File: config.mk
export PLATFORM = sky130hd
export DESIGN_NAME = platform_power_control_arbiter
export DESIGN_NICKNAME = d
export VERILOG_FILES = /design/src/hw/platform_power_control_arbiter.v /design/src/hw/sync_pair.v
export VERILOG_INCLUDE_DIRS = /design/src /design/src/hw
export SDC_FILE = /design/constraint.sdc
export NUM_CORES = 1
export LEC_CHECK = 0
export BUFFER_PORTS_ARGS = -buffer_cell sky130_fd_sc_hd__buf_2
export CAP_MARGIN = 5
export CORE_ASPECT_RATIO = 2
export CORE_MARGIN = 3
export CORE_UTILIZATION = 60
export CTS_CLUSTER_DIAMETER = 50
export DETAILED_ROUTE_END_ITERATION = 16
export PLACE_DENSITY = 0.84
export RECOVER_POWER = 100
export SYNTH_ARGS = -nofsm -noshare
export SYNTH_HDL_FRONTEND = slang
export SYNTH_SLANG_ARGS = --single-unit
File: constraint.sdc
create_clock -name ref_clk -period 4.6 [get_ports ref_clk]
set_clock_uncertainty 0.15 [all_clocks]
set_input_delay 0.69 -clock ref_clk [delete_from_list [all_inputs] [get_ports ref_clk]]
set_output_delay 0.69 -clock ref_clk [all_outputs]
set_load 0.03 [all_outputs]
File: src/hw/power_ctl_defs.vh
/*
 * Constants for the platform power control arbiter: request encodings,
 * sleep state codes, fan modes and sequencing times.
 * Assumes a 125 MHz ref_clk; included by bare name.
 */
`ifndef POWER_CTL_DEFS_VH
`define POWER_CTL_DEFS_VH

// Action codes
`define ACT_NONE        2'h0
`define ACT_ON          2'h1
`define ACT_OFF         2'h2
`define ACT_CYCLE       2'h3

// Host sleep state codes
`define SLP_S0          2'h0
`define SLP_S1          2'h1
`define SLP_S5          2'h2

// Fan mode codes
`define FAN_STOP        2'h0
`define FAN_NORMAL      2'h1
`define FAN_FIXED       2'h2
`define FAN_BASIC       2'h3

// Source indices in the request vector
`define SRC_BUTTON      0
`define SRC_WDOG        1
`define SRC_CMD         2
`define SRC_RESTORE     3
`define SRC_CHIPSET     4
`define SRC_WAKE        5
`define SRC_COUNT       6

// Sequencing times in microseconds, at 125 cycles per microsecond
`define CLK_PER_US      125
`define OFF_HOLD_US     1000
`define OFF_HOLD_CYC    (`OFF_HOLD_US * `CLK_PER_US)
`define BOOT_WAIT_US    100
`define BOOT_WAIT_CYC   (`BOOT_WAIT_US * `CLK_PER_US)

`endif

File: src/hw/platform_power_control_arbiter.v
/*
 * Platform power control arbiter: takes power requests from the front
 * panel button, watchdog expiry, commands, AC restore retention, the
 * chipset sleep line and wake-on-LAN, serialises them, sequences host
 * power, and applies sleep-state policy to watchdog, fans and buttons.
 * Assumes pin inputs are asynchronous (synchronised here) and that the
 * command and watchdog ports come from logic on ref_clk.
 */
`timescale 1ns/1ps
`include "power_ctl_defs.vh"
module platform_power_control_arbiter #(
    parameter OFF_HOLD_CYCLES  = `OFF_HOLD_CYC,
    parameter BOOT_WAIT_CYCLES = `BOOT_WAIT_CYC
) (
    // Clock and reset
    input  wire       ref_clk,
    input  wire       rst,
    // Pins from the platform
    input  wire       button_n,
    input  wire       ac_restored,
    input  wire       chipset_on,
    input  wire       wake_lan,
    input  wire       host_pwr_good,
    // Same-domain requests
    input  wire       wdog_expire,
    input  wire       wdog_cycle,
    input  wire [1:0] cmd_action,
    input  wire       cmd_valid,
    input  wire       retain_enable,
    // Sleep state notices from the BIOS SMI handler, and the S1 fan choice (fan_rec_fixed)
    input  wire       s1_enter,
    input  wire       s1_exit,
    input  wire       s5_enter,
    input  wire       fan_rec_fixed,
    // Outputs
    output reg        host_pwr_en,
    output reg        boot_start,
    output reg        busy,
    output reg        wdog_run,
    output reg  [1:0] fan_mode,
    output reg        button_protect,
    output reg  [1:0] sleep_state
);
    localparam ST_IDLE  = 4'b0001;
    localparam ST_OFF   = 4'b0010;
    localparam ST_ON    = 4'b0100;
    localparam ST_BOOT  = 4'b1000;

    wire [4:0] pin_sync;
    sync_pair #(.WIDTH(5)) u_sync (
        .ref_clk (ref_clk),
        .rst     (rst),
        .din     ({~button_n, ac_restored, chipset_on, wake_lan, host_pwr_good}),
        .dout    (pin_sync)
    );
    wire button_s = pin_sync[4];
    wire ac_s     = pin_sync[3];
    wire chip_s   = pin_sync[2];
    wire wake_s   = pin_sync[1];
    wire pgood_s  = pin_sync[0];

    reg        button_d;
    reg        ac_d;
    reg        chip_d;
    reg        wake_d;
    reg [`SRC_COUNT-1:0] pend;
    reg [1:0]  pend_act [0:`SRC_COUNT-1];
    reg [3:0]  state;
    reg [1:0]  cur_act;
    reg [31:0] timer;
    reg        pwr_d;

    // Edge events from each pin source
    wire       button_rise = button_s & ~button_d;
    wire       ac_rise     = ac_s & ~ac_d;
    wire       chip_edge   = chip_s ^ chip_d;
    wire       wake_rise   = wake_s & ~wake_d;

    reg [`SRC_COUNT-1:0] ev;
    reg [1:0]  ev_act [0:`SRC_COUNT-1];
    always @*
    begin
        ev[`SRC_BUTTON]      = button_rise;
        ev_act[`SRC_BUTTON]  = host_pwr_en ? `ACT_OFF : `ACT_ON;
        ev[`SRC_WDOG]        = wdog_expire & wdog_run;
        ev_act[`SRC_WDOG]    = wdog_cycle ? `ACT_CYCLE : `ACT_OFF;
        ev[`SRC_CMD]         = cmd_valid & (cmd_action != `ACT_NONE);
        ev_act[`SRC_CMD]     = cmd_action;
        ev[`SRC_RESTORE]     = ac_rise & retain_enable;
        ev_act[`SRC_RESTORE] = `ACT_ON;
        ev[`SRC_CHIPSET]     = chip_edge;
        ev_act[`SRC_CHIPSET] = chip_s ? `ACT_ON : `ACT_OFF;
        ev[`SRC_WAKE]        = wake_rise;
        ev_act[`SRC_WAKE]    = `ACT_ON;
    end

    // Lowest index wins; the rest wait in their pending slot
    reg [`SRC_COUNT-1:0] grant;
    integer k;
    always @*
    begin
        grant = {`SRC_COUNT{1'b0}};
        for (k = `SRC_COUNT - 1; k >= 0; k = k - 1)
        begin
            if (pend[k])
                grant = ({{(`SRC_COUNT-1){1'b0}}, 1'b1} << k);
        end
    end

    reg [1:0] grant_act;
    always @*
    begin
        grant_act = `ACT_NONE;
        for (k = 0; k < `SRC_COUNT; k = k + 1)
        begin
            if (grant[k])
                grant_act = pend_act[k];
        end
    end

    // Pending slots: a new event wins over the clear of its own grant
    genvar g;
    generate
        for (g = 0; g < `SRC_COUNT; g = g + 1)
        begin : g_slot
            always @(posedge ref_clk or posedge rst)
            begin
                if (rst)
                begin
                    pend[g]     <= 1'b0;
                    pend_act[g] <= `ACT_NONE;
                end
                else if (ev[g])
                begin
                    pend[g]     <= 1'b1;
                    pend_act[g] <= ev_act[g];
                end
                else if (state == ST_IDLE && grant[g])
                    pend[g] <= 1'b0;
            end
        end
    endgenerate

    always @(posedge ref_clk or posedge rst)
    begin
        if (rst)
        begin
            button_d    <= 1'b0;
            ac_d        <= 1'b0;
            chip_d      <= 1'b0;
            wake_d      <= 1'b0;
            state       <= ST_IDLE;
            cur_act     <= `ACT_NONE;
            timer       <= 32'h0;
            host_pwr_en <= 1'b0;
            boot_start  <= 1'b0;
            busy        <= 1'b0;
        end
        else
        begin
            button_d   <= button_s;
            ac_d       <= ac_s;
            chip_d     <= chip_s;
            wake_d     <= wake_s;
            boot_start <= 1'b0;
            case (state)
                ST_IDLE:
                begin
                    busy <= 1'b0;
                    if (grant_act == `ACT_ON && !host_pwr_en)
                    begin
                        busy    <= 1'b1;
                        cur_act <= `ACT_ON;
                        state   <= ST_ON;
                    end
                    else if ((grant_act == `ACT_OFF && host_pwr_en)
                             || grant_act == `ACT_CYCLE)
                    begin
                        busy    <= 1'b1;
                        cur_act <= grant_act;
                        timer   <= 32'h0;
                        state   <= ST_OFF;
                    end
                end
                ST_OFF:
                begin
                    host_pwr_en <= 1'b0;
                    // Hold off long enough for rails to drain before a restart that follows an off or cycle action
                    if (timer >= OFF_HOLD_CYCLES - 1)
                        state <= (cur_act == `ACT_CYCLE) ? ST_ON : ST_IDLE;
                    else
                        timer <= timer + 32'h1;
                end
                ST_ON:
                begin
                    host_pwr_en <= 1'b1;
                    timer       <= 32'h0;
                    state       <= ST_BOOT;
                end
                ST_BOOT:
                begin
                    // Every power-up, S5 included, waits for good power then
                    // starts the normal boot, or drops power after BOOT_WAIT_CYCLES without it; no short path exists
                    if (pgood_s)
                    begin
                        boot_start <= 1'b1;
                        state      <= ST_IDLE;
                    end
                    else if (timer >= BOOT_WAIT_CYCLES - 1)
                    begin
                        host_pwr_en <= 1'b0;
                        state       <= ST_IDLE;
                    end
                    else
                        timer <= timer + 32'h1;
                end
                default:
                    state <= ST_IDLE;
            endcase
        end
    end

    // Sleep state tracking and policy outputs
    always @(posedge ref_clk or posedge rst)
    begin
        if (rst)
        begin
            sleep_state    <= `SLP_S5;
            pwr_d          <= 1'b0;
            wdog_run       <= 1'b0;
            fan_mode       <= `FAN_STOP;
            button_protect <= 1'b0;
        end
        else
        begin
            pwr_d <= host_pwr_en;
            if (!host_pwr_en || s5_enter)
                sleep_state <= `SLP_S5;
            else if (s1_enter)
                sleep_state <= `SLP_S1;
            else if (sleep_state == `SLP_S1 && s1_exit)
                sleep_state <= `SLP_S0;
            // Only a fresh power-up or an s1_enter notice leaves S5, so an S5 notice holds until the next power-up or S1 is entered
            else if (sleep_state == `SLP_S5 && host_pwr_en && !pwr_d)
                sleep_state <= `SLP_S0;
            case (sleep_state)
                `SLP_S0:
                begin
                    wdog_run       <= 1'b1;
                    fan_mode       <= `FAN_NORMAL;
                    button_protect <= 1'b1;
                end
                `SLP_S1:
                begin
                    wdog_run       <= 1'b0;
                    fan_mode       <= fan_rec_fixed ? `FAN_FIXED : `FAN_BASIC;
                    button_protect <= 1'b0;
                end
                default:
                begin
                    wdog_run       <= 1'b0;
                    fan_mode       <= `FAN_STOP;
                    button_protect <= 1'b0;
                end
            endcase
        end
    end
endmodule

File: src/hw/sync_pair.v
/*
 * Two-flop synchroniser for a vector of asynchronous levels.
 * Assumes inputs are quasi-static levels; pulses shorter than one
 * ref_clk period may be missed.
 */
`timescale 1ns/1ps
module sync_pair #(
    parameter WIDTH = 1
) (
    // Clock and reset
    input  wire             ref_clk,
    input  wire             rst,
    // Data
    input  wire [WIDTH-1:0] din,
    output reg  [WIDTH-1:0] dout
);
    reg [WIDTH-1:0] meta;

    always @(posedge ref_clk or posedge rst)
    begin
        if (rst)
        begin
            meta <= {WIDTH{1'b0}};
            dout <= {WIDTH{1'b0}};
        end
        else
        begin
            meta <= din;
            dout <= meta;
        end
    end
endmodule

Word-level counts from Yosys, hierarchy flattened

Index checks and enable logic that the tools add are counted.
W data, S select, Z words.

Word-level logic and storage cells: 148
Input port bits: 17
Flip-flop bits (word level): 77
Output and inout bits: 9

Reduce and logical (&&, ||, !) cells: 31
Muxes and demuxes: 56
$add $sub $neg: 1
Eq/ne operators: 19
Bitwise operators: 11
Order comparisons: 2

Operator list:

| kind                    | count |
|---|---|
| $mux W32                | 5 |
| $pmux W32 S4            | 1 |
| $mux W6                 | 6 |
| $add A32 B1 Y32 const B | 1 |
| $ge A32 B14 Y1 const B  | 1 |
| $ge A32 B17 Y1 const B  | 1 |
| $mux W2                 | 14 |
| $mux W1                 | 21 |
| $mux W4                 | 5 |
| $pmux W4 S4             | 1 |
| $reduce_bool A2 Y1      | 8 |
| $ne A2 B2 Y1 const B    | 6 |
| $logic_and A1 B1 Y1     | 11 |
| $eq A2 B2 Y1 const B    | 4 |
| $reduce_bool A4 Y1      | 2 |
| $and A1 B1 Y1           | 6 |
| $reduce_and A3 Y1       | 2 |
| $reduce_and A6 Y1       | 1 |
| $eq A2 B1 Y1 const B    | 2 |
| $eq A4 B1 Y1 const B    | 1 |
| $eq A4 B2 Y1 const B    | 1 |
| $eq A4 B3 Y1 const B    | 1 |
| $eq A4 B4 Y1 const B    | 1 |
| $not A1 Y1              | 4 |
| 12 further kinds        | 14 |

Longest topological paths before layout

Gate-level depths: netlist of the first run.

Depth after elaboration: 18
Gate-level depth with buffers: 10
Depth with buffers taken out: 8

By module

From an unflattened synthesis of the first run, not the netlist that was laid out.

Cell total of the unflattened synthesis: 322
Area total of the unflattened synthesis: 3342.0 um^2

Modules (own cells, without submodules):

| module                         | instances | area each (um^2) | seq. area each (um^2) | cells each |
|---|---|---|---|---|
| platform_power_control_arbiter | 1         | 3088.0           | 1679.1                | 311 |
| sync_pair                      | 1         | 254.0            | 250.2                 | 11 |

Worst setup path before layout of the first run

OpenSTA, ideal clock, no wires.

Path type: register to register
From: register timer[0]
To: register timer[12]
Buffers on the path: 1
Library setup time: 78 ps
Arrival: 2534 ps
Period minus slack after synthesis: 2762 ps
Setup slack: 1838 ps
Stages on the path, launching flop included: 10
Data required time: 4372 ps
Path through: dfrtp_1 ha_1 a2111oi_1 o21ai_1 a2111oi_0 or2_1 nand3_2 buf_6 or4_1 a21oi_1

Word-level cells in the longest chain between the ends: 4
Elaborated cells between the ends (all ways): 10
Those cells by class: add/sub: 1; order compare: 2; eq/ne: 2; mux: 4; reduce/logical: 1

RTL lines:

| element                  | line                                                                       | RTL |
|---|---|---|
| start: declaration       | platform_power_control_arbiter.v:70                                        | `reg [31:0] timer;` |
| start signal: assignment | platform_power_control_arbiter.v:192                                       | `timer <= timer + 32'h1;` |
| start signal: assignment | platform_power_control_arbiter.v:215                                       | `timer <= timer + 32'h1;` |
| $add A32 B1 Y32          | platform_power_control_arbiter.v:192, platform_power_control_arbiter.v:215 |  |
| $mux W32                 | platform_power_control_arbiter.v:209                                       | `else if (timer >= BOOT_WAIT_CYCLES - 1)` |
| $mux W32                 | platform_power_control_arbiter.v:204                                       | `if (pgood_s)` |
| $pmux W32 S4             | platform_power_control_arbiter.v:166                                       | `case (state)` |

Parallel ways exist; a longest one is shown, timed or not. The select of a mux whose other input is x is not followed.
A chain may end at the register's enable or synchronous reset.

Worst setup path in the final report of the first run

From: register timer[0]
To: register timer[14]

The elaborated chain is that of the path after synthesis.

==> out/qor.yml, run 1 <==
sta:
  max_freq_ghz: 0.275
  max_slew_margin: -0.260
  max_slew.worst_pin.slew_ps: 1890
  rsz0062_at_grt: "false"
  hold_viol: 0
  fin_crit_ps: 3640
  hold_slack_ps: 204
  setup-tns-final_ps: 0
  setup_viol: 0
  slew_viol_final: 37
  min_period_over_period: 0.791
logic_synthesis:
  ys_types: 51
  synth_edf_count: 0
  synth_fp_nets: 341
  seq_area_frac_synth: 0.575
  syn_area_per_cell_sq_um: 10.4
  async_flop_share: 1.00
  ys_ff_latch: 77
  ys_dominant_reg_cell: "dfrtp_1"
  synth_cells: 322
  ys.warnings.count: 0
  netlist_area_sq_um: 3360
floorplan:
  die_h_um: 112
  pin_count: 26
  die_area_sq_um: 6580
  row_count: 37
  core_area_sq_um: 5280
  initial_core_util: 0.636
  die_x_um: 58.9
cts:
  cts_hold_buffers: 0
  cts_root_buffer: "clkbuf_8"
  clock_path_buffers: 2
  cts_sinks: 77
  numCtsBuffers: 9
  h-tree-depth: 3
  clkSlewWorstSetupHoldPaths_ps: 80
  clk_latency_ps: 350
  postCtsSetupRepairBufs: 0
  cts.repair.resized: 0
  cts_tree: "built"
detailed_routing:
  ant_nets: 0
  drt_iter0_drc: 99
  via_per_inst: 6.07
  routed-via-count: 2513
  firstDrtPassIters: 4
  drc: 0
  wl_per_cell_um: 15.9
  routed_wl_um: 6570
global_route:
  grt_max_degree: 43
  antenna_found_initial: 0
  grt_pass1_wl_um: 11500
  grt_overflow: 0
  grt_pass1_vias: 2655
  grt_usage: 0.227
finish:
  mostFrequentLayoutCells: "dfrtp_1 (75), nand2_1 (34), nor2_1 (20), a21oi_1 (19)"
  fillCellCount: 423
  fin_util: 0.697
  drive_above_1_share: 0.112
  antenna_cells: 0
  mostFrequentLayoutCell: "dfrtp_1"
  nets: 370
  syn_to_final_growth_pct: 9.58
worst_setup_path:
  cp-start-kind: "flop"
  path_cells: "ha_1 -> a2111oi_0 -> o21ai_1 -> a2111oi_0 -> or2_0 -> nand3_1 -> or4_1 -> a21oi_1"
  crit_fanout: 20
  cp_common_cell: "a2111oi_0"
  slowest_stage: "or4_1"
  cp.arrival_ps: 3760
  critPathKind: "reg -> reg"
  cp.required_ps: 4720
  cp_slowest_stage_delay_ps: 680
  end_kind: "flop"
pwr:
  p_int_mw: 1.16
  finalPower_mw: 1.92
  cellLeakagePower_nw: 1.60
  vdd_drop_max_v: 0.000433
  clkPwrFrac: 0.244
  power_frac_seq: 0.454
  combPwrFrac: 0.302
  p_per_area_nw_per_um2: 521
  netSwitchingFraction: 0.393
  p_sw_mw: 0.754
flow_run:
  drv_cap: 2
placed_design:
  dp_hpwl_um: 4730
  io_buffer_count: 25
  routabilityCongestion: 0.856
run_status:
  status: "finished with violations"
  failed_checks: "capacitance limit, slew limit"
min_path:
  min_path_type: "reg -> reg"
-- synthesized netlist by cell type, types with 4 or more instances --
cell,count,area [sq um]
and2_1,17,106
nand2_1,34,128
o21ai_0,10,50.1
nor4_1,9,56.3
nand3_1,11,55.1
o31ai_1,6,45.0
nor2b_1,8,50.1
nand4_1,5,31.3
nand3b_1,5,37.5
a21oi_1,19,95.1
nand2b_1,15,93.8
mux2i_1,4,40.0
nor3_1,6,30.0
nor2_1,20,75.1
inv_1,11,41.3
clkbuf_1,6,22.5
dfrtp_1,75,1880
o21ai_1,5,25.0
or3_1,7,43.8
-- power by group through the flow --
stage	clock network, mW	logic, mW	registers [mW]
floorplan	0	0.466	0.877
global placement	0	0.586	0.880
detailed placement	0	0.604	0.885
CTS	0.477	0.606	0.871
global route	0.506	0.653	0.885
finish	0.467	0.580	0.870
-- through the flow --
stage	std cells	worst slack (ps)	instance area (sq um)
6_report	414	959	3680
5_1_grt	414	691	3680
4_1_cts	414	1310	3710
3_5_place_dp	398	1360	3530
3_3_place_gp	398	1560	3530
2_1_floorplan	322	1800	3360
-- state kept, by name (all words and copies together) (netlist names) --
| signal | flops |
|---|---|
| timer | 32 |
| pend_act | 10 |
| pend | 6 |
| u_sync.dout | 5 |
| u_sync.meta | 5 |
| state | 4 |
| cur_act | 2 |
| fan_mode | 2 |
| sleep_state | 2 |
| ac_d | 1 |
| boot_start | 1 |
| busy | 1 |
| button_d | 1 |
| button_protect | 1 |
| chip_d | 1 |
| host_pwr_en | 1 |
| pwr_d | 1 |
| wake_d | 1 |
-- logic make-up after synthesis --
logic type,synth area share
mux,0.0220
compound gates,0.109
flops,0.575
simple gates,0.252
buf+inv,0.0272
xor+xnor,0.00783
fa+ha+maj,0.00746
-- worst max-delay path: cells and delay by family (launching register included) --
kind / cells / cell delay [ps]
AO/OA/AOI/OAI: 4 / 1250
adder cells (fa/ha/maj): 1 / 240
flip-flops: 1 / 450
AND/OR/NAND/NOR: 3 / 1480
-- layer usage --
layer / wire length (um) / track usage
met2: 3500 / 0.390
met5: 0 / 0
met3: 251 / 0.0580
met4: 300 / 0.124
met1: 2520 / 0.244
-- path summary, 6_finish.rpt --
kind | startpoint | cells after the start | slack (ps) | to
worst max register to register | timer[0] | 8 | 960 | timer[14]
worst max-delay path | timer[0] | 8 | 960 | timer[14]
max in group asynchronous | rst | 3 | 1240 | timer[17]
min in group asynchronous | rst | 2 | 620 | u_sync.meta[4]
worst min register to register | u_sync.meta[4] | 0 | 200 | u_sync.dout[4]
worst min-delay path | u_sync.meta[4] | 0 | 200 | u_sync.dout[4]
-- area by class of cell --
cell class,instances,area [sq um],area share
tap,58,72.6,0.0197
clock buffer,9,124,0.0337
timing repair buffer,28,124,0.0337
multi-input combinational,224,1330,0.361
sequential,77,1930,0.525
inverter,11,41.3,0.0112
clock inverter,7,57.6,0.0157
Power figures use the tool's default switching activity.
==> run 2, diff against run 1 <==
CORE_UTILIZATION = 53   (was 60)
PLACE_DENSITY = 0.79   (was 0.84)
clock period = 3 ns   (was 4.6 ns; I/O delays follow)
==> run 2 against run 1 <==
The run now ends clean. Non-clock buffer count grew 9. Combinational power grew 79%. Power grew 80%. Register-to-register slack lost 880 ps. Maximum frequency grew 25%. Via count grew 1.7%. Worst setup slack lost 880 ps. First-iteration DRC count grew 73%. Clock power grew 130%. Routed wire length grew 5.8%. Final area grew 7.4%. Critical endpoint is now timer[7]. Largest power group unchanged.
==> out/qor.yml, run 2 (same netlist as run 1, synthesis figures left out) <==
cts:
  numCtsBuffers: 9  # unchanged
  cts_sinks: 77  # unchanged
  clkSlewWorstSetupHoldPaths_ps: 60  # -20 ps
  cts_root_buffer: "clkbuf_16"
  clk_latency_ps: 330  # -20 ps
  cts_tree: "built"
  h-tree-depth: 3  # unchanged
  clock_path_buffers: 2  # unchanged
placed_design:
  io_buffer_count: 25  # unchanged
  dp_hpwl_um: 4880  # +3.0%
  routabilityCongestion: 0.916  # +7.0%
detailed_routing:
  drc: 0  # unchanged
  firstDrtPassIters: 4  # unchanged
  routed_wl_um: 6950  # +5.8%
  drt_iter0_drc: 171  # +73%
  wl_per_cell_um: 15.5  # -2.4%
  routed-via-count: 2556  # +1.7%
  ant_nets: 0  # unchanged
  via_per_inst: 5.69  # -6.2%
sta:
  hold_viol: 0  # unchanged
  max_freq_ghz: 0.343  # +25%
  max_slew_margin: 0.216  # +0.476
  fin_crit_ps: 2920  # -724 ps
  max_slew.worst_pin.slew_ps: 1180  # -714 ps
  slew_viol_final: 0  # -100%
  setup_viol: 0  # unchanged
  hold_slack_ps: 70.7  # -133 ps
  min_period_over_period: 0.972  # +0.181
global_route:
  antenna_found_initial: 0  # unchanged
  grt_overflow: 0  # unchanged
  grt_max_degree: 51  # +19%
  grt_pass1_wl_um: 11800  # +2.3%
  grt_pass1_vias: 2610  # -1.7%
  grt_usage: 0.205  # -0.0228
finish:
  antenna_cells: 0  # unchanged
  mostFrequentLayoutCell: "dfrtp_1"
  syn_to_final_growth_pct: 17.7
  seqCellArea_sq_um: 1930  # unchanged
  max_flop_register: "timer"
  multi_input_area_sq_um: 1380  # +3.9%
  biggestRegsByFlops: "timer: 32 flops, pend_act: 10 flops, pend: 6 flops"
  mostFrequentLayoutCells: "dfrtp_1 (75), nand2_1 (34), nor2_1 (20), a21oi_1 (19), and2_1 (17)"
  largest_reg_flops: 32  # unchanged
  fillCellCount: 473  # +12%
  nets: 379  # +2.4%
  drive_above_1_share: 0.148  # +0.0356
  fin_util: 0.652  # -0.0445
worst_setup_path:
  endpoint: "timer[7]"
  cp-start-kind: "flop"
  cp.required_ps: 3100  # -1620 ps
  end_kind: "flop"
  reg2reg_to: "timer[7]"
  cp.arrival_ps: 3020  # -740 ps
  r2r_start: "timer[14]"
  critPathKind: "reg -> reg"
  rrSetupSlack_ps: 80  # -880 ps
  reg2reg_depth: 8  # unchanged
  startpoint: "timer[14]"
  crit_fanout: 6  # -70%
floorplan:
  row_count: 40  # +8.1%
  die_h_um: 119  # +6.1%
  die_x_um: 62.3  # +5.7%
  initial_core_util: 0.554  # -0.0817
  die_area_sq_um: 7380  # +12%
  pin_count: 26  # unchanged
  core_area_sq_um: 6060  # +15%
pwr:
  vdd_drop_max_v: 0.000424  # -2.1%
  p_per_area_nw_per_um2: 874  # +68%
  cellLeakagePower_nw: 1.72  # +7.5%
run_status:
  status: "completed"
flow_run:
  drv_cap: 0  # -2
min_path:
  min_path_type: "in -> reg"
-- run 2: changes by cell type in the layout (fill, tap and decap cells not counted), moves of 7 or more --
| cell | change |
|---|---|
| buf_4 | +8 |
| clkbuf_16 | +9 |
| and2_1 | +8 |
| clkbuf_8 | -7 |
| and2_0 | -8 |
-- run 2: cell type report --
| type | count | area share |
|---|---|---|
| inverter | 11 | 0.0105 |
| clock buffer | 13 | 0.0659 |
| timing repair buffer | 37 | 0.0481 |
| multi-input combinational | 224 | 0.349 |
| clock inverter | 3 | 0.0111 |
| sequential | 77 | 0.488 |
| tap | 84 | 0.0266 |
-- run 2: repair_timing --
item | CTS | global route
setup buffers | 0 | 4
endpoints found under the setup margin | 3 | 9
gates resized for setup | 2 | 6
pin swaps | 0 | 4
hold buffers | 0 | 0
-- run 2: worst min-delay path by stage --
| stage | startpoint | endpoint | slack (ps) | cells past startpoint |
|---|---|---|---|---|
| after detailed placement | u_sync.meta[2] | u_sync.dout[2] | 190 | 0 |
| after floorplan | u_sync.meta[0] | u_sync.dout[0] | 180 | 0 |
| after global placement | u_sync.meta[3] | u_sync.dout[3] | 180 | 0 |
| after global routing | chipset_on | u_sync.meta[2] | 70 | 1 |
| after CTS | rst | u_sync.meta[3] | 40 | 2 |
| final | ac_restored | u_sync.meta[3] | 70 | 1 |
-- run 2: through the flow --
stage	instance area [sq um]	setup WS (ps)	cells	TNS, ps	power (mW)
6_report	3950	83.5	449	0	3.45
5_1_grt	3950	-15.9	449	-35.9	3.65
4_1_cts	3920	65.8	445	0	3.41
3_5_place_dp	3610	18.0	429	0	2.32
3_3_place_gp	3610	196	429	0	2.29
2_1_floorplan	3360	238	322	0	2.06
-- run 2: where the power goes --
group | switching [mW] | internal (mW) | leakage (nW)
registers | 0.144 | 1.18 | 0.962
clock network | 0.396 | 0.689 | 0.150
logic | 0.651 | 0.390 | 0.610
total | 1.19 | 2.26 | 1.72
-- run 2: critical path: stages (launching register included) --
cell	delay, ps
dfrtp_1	430
or3_1	410
nand4bb_1	250
a2111oi_4	390
a2bb2oi_2	310
buf_4	170
nand4_1	210
or3_1	380
a21oi_1	140
-- run 2: per-layer routing --
metal / vias to the layer above / global-route usage / wire length, um
met1: 1264 / 0.209 / 2620
met4: 0 / 0.148 / 337
met3: 26 / 0.0513 / 260
met2: 59 / 0.355 / 3740
met5: - / 0 / 0
li1: 1207 / - / -
